<file path="src/logic/rsfc_map.vh">
// Register offsets, field positions, reset values and codes for the startup/compensation config block
`ifndef RSFC_MAP_VH
`define RSFC_MAP_VH

// Register addresses
`define RSFC_ADDR_RADIO_CTRL   8'h17
`define RSFC_ADDR_COMP_CFG     8'h18

// Radio-control register fields
`define RSFC_TMO_HI            3
`define RSFC_TMO_LO            2
`define RSFC_PIN_CTRL_BIT      1
`define RSFC_XTAL_KEEP_BIT     0
`define RSFC_RADIO_CTRL_RST    8'h04
`define RSFC_RADIO_CTRL_MASK   8'h0F

// Compensation register fields
`define RSFC_GATE_BIT          5
`define RSFC_PRE_HI            4
`define RSFC_PRE_LO            3
`define RSFC_POST_BIT          2
`define RSFC_LIM_HI            1
`define RSFC_LIM_LO            0
`define RSFC_COMP_CFG_RST      8'h36
`define RSFC_COMP_CFG_MASK     8'h3F

// Startup timing
`define RSFC_RIPPLE_MAX        6'h3F
`define RSFC_EXPIRE_C0         9'h001
`define RSFC_EXPIRE_C1         9'h010
`define RSFC_EXPIRE_C2         9'h040
`define RSFC_EXPIRE_C3         9'h100

// Gain codes: multiples of K/2 (so K/2 = 1, K = 2 ... 4K = 8)
`define RSFC_GAIN_HALF_K       4'h1
`define RSFC_GAIN_K            4'h2
`define RSFC_GAIN_2K           4'h4
`define RSFC_GAIN_3K           4'h6
`define RSFC_GAIN_4K           4'h8

// Saturation shift of channel bandwidth (0 means compensation off)
`define RSFC_SAT_OFF           2'h0
`define RSFC_SAT_DIV8          2'h3
`define RSFC_SAT_DIV4          2'h2
`define RSFC_SAT_DIV2          2'h1

`endif

</file>
<file path="src/logic/rsfc_config.v">
// Startup-timeout and frequency-compensation configuration registers with chip-ready sequencing
`timescale 1ns/1ps
`include "rsfc_map.vh"

// Operation
// - After crystal stable, chip-ready stays not-ready until ripple counter expires 1/16/64/256 times.
// - Timeout field resets to code 1; delay scales with crystal clock.
// - Bit 1 enables pin radio control; resets to 0.
// - Bit 0 keeps crystal running in sleep; resets to 0.
// - Gate bit set freezes compensation and clock recovery loops until carrier sense.
// - Pre-sync loop gain follows bits 4:3: K, 2K, 3K, 4K; reset code 2.
// - Post-sync gain bit 2: 0 keeps pre-sync gain, 1 selects K/2; resets 1.
// - Bits 1:0 set saturation: off, BW/8, BW/4, BW/2; reset code 2.
module rsfc_config (
    // Clock and reset
    input  wire       CORE_CLK_IN,
    input  wire       SYS_RST_IN,
    // Register port
    input  wire       REG_WR_IN,
    input  wire [7:0] REG_ADDR_IN,
    input  wire [7:0] REG_WDATA_IN,
    output reg  [7:0] REG_RDATA_OUT,
    // Crystal startup
    input  wire       XTAL_STABLE_IN,
    output reg        CHIP_READY_N_OUT,
    // Demodulator status
    input  wire       CARRIER_SENSE_IN,
    input  wire       SYNC_FOUND_IN,
    input  wire       RX_ACTIVE_IN,
    // Configuration to radio and demodulator
    output reg        PIN_CTRL_EN_OUT,
    output reg        CRYSTAL_KEEP_ON_OUT,
    output reg        LOOPS_FROZEN_OUT,
    output reg  [3:0] COMP_GAIN_OUT,
    output reg  [1:0] COMP_SAT_SHIFT_OUT
);

    // Host-visible configuration registers
    // Only the documented bits are stored; the rest are tied off by masks
    reg  [7:0] radio_ctrl;
    reg  [7:0] comp_cfg;

    // Three-flop pin synchronisers and their qualified levels
    // A level is taken only when the last two stages agree, filtering glitches
    reg  [2:0] stable_sync;
    reg  [2:0] cs_sync;
    reg        stable_q;
    reg        cs_q;

    // Carrier seen since the receiver became active
    reg        carrier_seen;

    // Startup timer: six-bit ripple counter and its wrap counter
    // Wrap counter is nine bits so that 256 wraps fit without overflow
    reg  [5:0] ripple;
    reg  [8:0] expire_cnt;
    reg  [8:0] expire_goal;

    // Decoded loop settings before registering
    reg  [3:0] next_gain;
    reg  [1:0] next_sat;

    // Counter events
    // Wrap is seen on the last count, so one expiry takes a full 64 cycles
    wire       ripple_wrap = (ripple == `RSFC_RIPPLE_MAX);
    wire       target_hit  = (expire_cnt == expire_goal);

    // Register writes; masks drop reserved bits
    // Writes to any other address fall through and change nothing
    // Reserved bits never reach a flop, so read-back of them is zero for free
    always @(posedge CORE_CLK_IN) begin
        if (SYS_RST_IN) begin
            radio_ctrl <= `RSFC_RADIO_CTRL_RST;
            comp_cfg   <= `RSFC_COMP_CFG_RST;
        end else if (REG_WR_IN) begin
            if (REG_ADDR_IN == `RSFC_ADDR_RADIO_CTRL) begin
                radio_ctrl <= REG_WDATA_IN & `RSFC_RADIO_CTRL_MASK;
            end else if (REG_ADDR_IN == `RSFC_ADDR_COMP_CFG) begin
                comp_cfg <= REG_WDATA_IN & `RSFC_COMP_CFG_MASK;
            end
        end
    end

    // Read data registered; unmapped addresses read zero
    // Registering costs one cycle of latency but keeps the read path glitch free
    // Data follows the address every cycle; there is no read strobe
    always @(posedge CORE_CLK_IN) begin
        if (SYS_RST_IN) begin
            REG_RDATA_OUT <= 8'h00;
        end else if (REG_ADDR_IN == `RSFC_ADDR_RADIO_CTRL) begin
            REG_RDATA_OUT <= radio_ctrl;
        end else if (REG_ADDR_IN == `RSFC_ADDR_COMP_CFG) begin
            REG_RDATA_OUT <= comp_cfg;
        end else begin
            REG_RDATA_OUT <= 8'h00;
        end
    end

    // Pin inputs pass three flops; change taken when last two agree
    // Both pins are asynchronous to the core clock
    // Qualified level lags the pin by about four cycles
    // Reset level is low, matching the idle level of both pins
    always @(posedge CORE_CLK_IN) begin
        if (SYS_RST_IN) begin
            stable_sync <= 3'h0;
            cs_sync     <= 3'h0;
            stable_q    <= 1'h0;
            cs_q        <= 1'h0;
        end else begin
            stable_sync <= {stable_sync[1:0], XTAL_STABLE_IN};
            cs_sync     <= {cs_sync[1:0], CARRIER_SENSE_IN};
            if (stable_sync[2] == stable_sync[1]) begin
                stable_q <= stable_sync[2];
            end
            if (cs_sync[2] == cs_sync[1]) begin
                cs_q <= cs_sync[2];
            end
        end
    end

    // Expire count chosen by the timeout field
    // A change while counting takes effect at the next comparison
    // Shortening below the count already reached leaves ready waiting for a wrap-around
    always @* begin
        case (radio_ctrl[`RSFC_TMO_HI:`RSFC_TMO_LO])
            2'h0:    expire_goal = `RSFC_EXPIRE_C0;
            2'h1:    expire_goal = `RSFC_EXPIRE_C1;
            2'h2:    expire_goal = `RSFC_EXPIRE_C2;
            default: expire_goal = `RSFC_EXPIRE_C3;
        endcase
    end

    // Ripple counter runs on the crystal-derived clock, so delay scales with it
    // Loss of crystal stable restarts the whole sequence from zero
    // Once ready the counter stops, saving toggles while the radio runs
    // Ready falls one cycle after the last expiry is counted
    always @(posedge CORE_CLK_IN) begin
        if (SYS_RST_IN || !stable_q) begin
            ripple           <= 6'h00;
            expire_cnt       <= 9'h000;
            CHIP_READY_N_OUT <= 1'h1;
        end else if (CHIP_READY_N_OUT) begin
            ripple <= ripple + 6'h01;
            if (ripple_wrap) begin
                expire_cnt <= expire_cnt + 9'h001;
            end
            // Ready only once the chosen number of wraps has completed
            if (target_hit) begin
                CHIP_READY_N_OUT <= 1'h0;
            end
        end
    end

    // Carrier latch per reception; cleared when receiver goes idle
    // Keeps the loops running if carrier sense drops inside a packet
    // Limitation: receiver-idle clear takes priority, so with the gate set each reception starts frozen unless carrier sense is already high
    always @(posedge CORE_CLK_IN) begin
        if (SYS_RST_IN || !RX_ACTIVE_IN) begin
            carrier_seen <= 1'h0;
        end else if (cs_q) begin
            carrier_seen <= 1'h1;
        end
    end

    // Gain and saturation decode
    // Gain is carried in units of K/2 so that K/2 needs no fraction
    // Saturation is a right shift of the channel bandwidth; zero means off
    // Sync input is on the core clock already, so it needs no synchroniser
    always @* begin
        case (comp_cfg[`RSFC_PRE_HI:`RSFC_PRE_LO])
            2'h0:    next_gain = `RSFC_GAIN_K;
            2'h1:    next_gain = `RSFC_GAIN_2K;
            2'h2:    next_gain = `RSFC_GAIN_3K;
            default: next_gain = `RSFC_GAIN_4K;
        endcase
        if (SYNC_FOUND_IN && comp_cfg[`RSFC_POST_BIT]) begin
            next_gain = `RSFC_GAIN_HALF_K;
        end
        case (comp_cfg[`RSFC_LIM_HI:`RSFC_LIM_LO])
            2'h0:    next_sat = `RSFC_SAT_OFF;
            2'h1:    next_sat = `RSFC_SAT_DIV8;
            2'h2:    next_sat = `RSFC_SAT_DIV4;
            default: next_sat = `RSFC_SAT_DIV2;
        endcase
    end

    // Registered configuration outputs
    // Outputs follow a register write one cycle later
    // Reset values mirror the register reset values
    // Loops start frozen because the gate bit resets to one
    always @(posedge CORE_CLK_IN) begin
        if (SYS_RST_IN) begin
            PIN_CTRL_EN_OUT     <= 1'h0;
            CRYSTAL_KEEP_ON_OUT <= 1'h0;
            LOOPS_FROZEN_OUT    <= 1'h1;
            COMP_GAIN_OUT       <= `RSFC_GAIN_3K;
            COMP_SAT_SHIFT_OUT  <= `RSFC_SAT_DIV4;
        end else begin
            PIN_CTRL_EN_OUT     <= radio_ctrl[`RSFC_PIN_CTRL_BIT];
            CRYSTAL_KEEP_ON_OUT <= radio_ctrl[`RSFC_XTAL_KEEP_BIT];
            LOOPS_FROZEN_OUT    <= comp_cfg[`RSFC_GATE_BIT] & ~(carrier_seen | cs_q);
            COMP_GAIN_OUT       <= next_gain;
            COMP_SAT_SHIFT_OUT  <= next_sat;
        end
    end

endmodule

</file>
<file path="config.mk">
export PLATFORM = sky130hd
export DESIGN_NAME = rsfc_config
export DESIGN_NICKNAME = d
export VERILOG_FILES = /design/src/logic/rsfc_config.v
export VERILOG_INCLUDE_DIRS = /design/src /design/src/logic
export SDC_FILE = /design/constraint.sdc
export NUM_CORES = 1
export LEC_CHECK = 0
export ABC_CLOCK_PERIOD_IN_PS = 2000
export BUFFER_PORTS_ARGS = -buffer_cell sky130_fd_sc_hd__clkbuf_2
export CORE_MARGIN = 3
export CORE_UTILIZATION = 53
export DETAILED_ROUTE_END_ITERATION = 12
export PLACE_DENSITY = 0.79
export SYNTH_ARGS = -nofsm -noshare
export SYNTH_HDL_FRONTEND = slang
export SYNTH_SLANG_ARGS = --single-unit
</file>
<file path="constraint.sdc">
create_clock -name CORE_CLK_IN -period 2 [get_ports CORE_CLK_IN]
set_clock_uncertainty 0.05 [all_clocks]
set_input_delay 0.2 -clock CORE_CLK_IN [delete_from_list [all_inputs] [get_ports CORE_CLK_IN]]
set_output_delay 0.2 -clock CORE_CLK_IN [all_outputs]
set_load 0.01 [all_outputs]
</file>
==> metrics <==
status complete, no violations; Clock transition at path regs about 0.080 ns; core area 3490 sq um; # diodes 0; drt pass-1 iters 4; Root Buffer clkbuf_8; Ports 41; final hold violations 0; final slew viol count 0; Longest Clk Path Bufs 2; CP required 2.15 ns; min cycle time layout 1.56 ns; Tot GR Track Use 0.177; FP Rows 21; total gr overflow 0; RSZ-0062 raised after global routing no; cts bufs inserted 5; setup TNS 0 ns; Final setup violation count 0; Syn Area/Cell 9.32 sq um; Die Height roughly 67 um; maxcap violations 0; gp weighted congestion approximately 0.79; Synth warnings 0; most common cell after layout, fill and taps aside dfxtp_1; PD cells 759 nW/um^2; Die X 67.5 um; Post-synth EDFFs 0; switching power about 350 uW; crit path buf inv count 0; Nets ~280; CP cell instances ha_1 -> nand3_2 -> nor2_1 -> a211oi_1 -> a31o_2; port bufs 36; #FFs+latches synth 50; HPWL Detailed ~2600 um; post-route setup slack 0.438 ns; # resized after CTS 0; postcts setup bufs 0; share of cells above drive strength 1 0.202; CP Data Arrival Time 1.71 ns; worst hold path type in2reg; Peak VDD IR around 0.56 mV; Tcrit/Tclk final 0.781; Post-DRT Antenna Nets 0; Area growth, synth to finish 15.7%; total number of vias about 1500; hold_buf cts 0; Cell Int Power about 1400 uW; Syn Inst Count 215; fmax roughly 0.64 GHz; clock network power share 0.394; Top FF cell, synth dfxtp_1; sequential share of the synthesized area 0.500; Starting Density 0.573; antenna violations before repair 0; Initial DRC Count 94; htree depth 2; Vias per Instance 5.15; global-route wire length before repair 5980 um; asr flop ratio synth 0; Synth cell types 40; combinational share of power 0.034; CP max stage cell dfxtp_1; Skew-Pair Late Insertion Delay around 0.3 ns; Setup crit end kind register; DIE AREA around 4600 sq um; delay-heaviest family, CP simple AND/OR/NAND/NOR gates; vias in the first global route ~1300; CTS Sinks 50; delay of the slowest critical-path stage around 0.38 ns; switch share 0.201; CTS tree yes; most frequent cells in the layout dfxtp_1 (50), nor2_1 (36), clkbuf_2 (36), nand2_1 (14), nor2b_1 (11); Setup CP Type reg2reg; routed length per instance between 10 and 15 um; type of origin of the critical path register; Crit Path Max Fanout 9; pre-CTS WS roughly 0.45 ns; sequential share of power 0.572; Leak 0.000957 uW; mapped cell area 2000 sq um; DRC Markers 0; pin count of the biggest net entering global routing 37; drt total wl 3590 um
==> sequential cells by signal (all words and copies together), names as in the netlist <==
register	count
comp_cfg	6
LOOPS_FROZEN_OUT	1
REG_RDATA_OUT	6
CRYSTAL_KEEP_ON_OUT	1
COMP_GAIN_OUT	4
COMP_SAT_SHIFT_OUT	2
PIN_CTRL_EN_OUT	1
radio_ctrl	4
carrier_seen	1
ripple	6
stable_sync	3
CHIP_READY_N_OUT	1
stable_q	1
expire_cnt	9
cs_q	1
cs_sync	3
==> power groups by stage <==
stage | combinational, uW | clock (uW) | sequential (uW)
6_report | 60.6 | 692 | 1010
5_1_grt | 67.3 | 746 | 1010
4_1_cts | 60.8 | 702 | 1010
3_5_place_dp | 60.6 | 0 | 1030
3_3_place_gp | 59.3 | 0 | 1030
2_1_floorplan | 30.3 | 0 | 1030
==> metal layers <==
layer	vias up	track usage	share of wire
li1	810	-	-
met1	684	0.227	0.50
met2	34	0.276	0.43
met3	6	0.0416	0.054
met4	0	0.0911	0.017
met5	-	0	0
==> logic make-up after synthesis <==
family          synth area share
flops                      0.500
simple gates               0.265
buf+inv                   0.0350
mux                       0.0300
fa+ha+maj                 0.0437
xor+xnor                  0.0394
compound gates            0.0850
other cells              0.00187
==> synthesized netlist by cell type, drive strengths merged (2+ instances only) <==
cell type  instances  area [sq um]
a22oi              4          30.0
or3                2          12.5
nor2              36           135
inv                6          22.5
nor4b              3          47.5
clkbuf             6          22.5
o21ai              7          35.0
and3               2          12.5
nand3              4          30.0
xnor2              7          61.3
nor3               7          40.0
nand2b             3          18.8
a21o               2          15.0
nand4              5          31.3
dfxtp             50          1000
xor2               2          17.5
ha                 7          87.6
nor2b             11          68.8
nor4               6          37.5
nand2             14          52.6
a21oi              9          45.0
mux2i              6          60.1
buf                4          25.0
==> path summary, 6_finish.rpt <==
check / from / to / slack, ns / depth (start not counted)
max: ripple[0]$_SDFFE_PP0P_ / expire_cnt[2]$_SDFFE_PP0P_ / 0.44 / 5
max reg2reg: ripple[0]$_SDFFE_PP0P_ / expire_cnt[2]$_SDFFE_PP0P_ / 0.44 / 5
min: XTAL_STABLE_IN / stable_sync[0]$_SDFF_PP0_ / 0.06 / 2
min reg2reg: cs_sync[0]$_SDFF_PP0_ / cs_sync[1]$_SDFF_PP0_ / 0.39 / 1
==> stage by stage <==
step / cell area [sq um] / utilization / total power, uW / hold slack (ns) / cells
floorplan: 2010 / - / 1060 / 0.278 / 216
global placement: 2210 / 0.633 / 1090 / 0.361 / 290
detailed placement: 2210 / 0.633 / 1090 / 0.372 / 290
CTS: 2320 / 0.663 / 1770 / 0.0594 / 298
global route: 2320 / 0.663 / 1820 / 0.0814 / 298
finish: 2320 / 0.663 / 1760 / 0.0573 / 298
==> area by class of cell <==
type | count | area [sq um]
Sequential cell | 50 | 1000
Multi-Input combinational cell | 150 | 936
Fill cell | 283 | 1180
Clock buffer | 7 | 76.3
Tap cell | 46 | 57.6
Timing Repair Buffer | 38 | 195
Inverter | 6 | 22.5
Clock inverter | 1 | 30.0
Power figures use the tool's default switching activity.
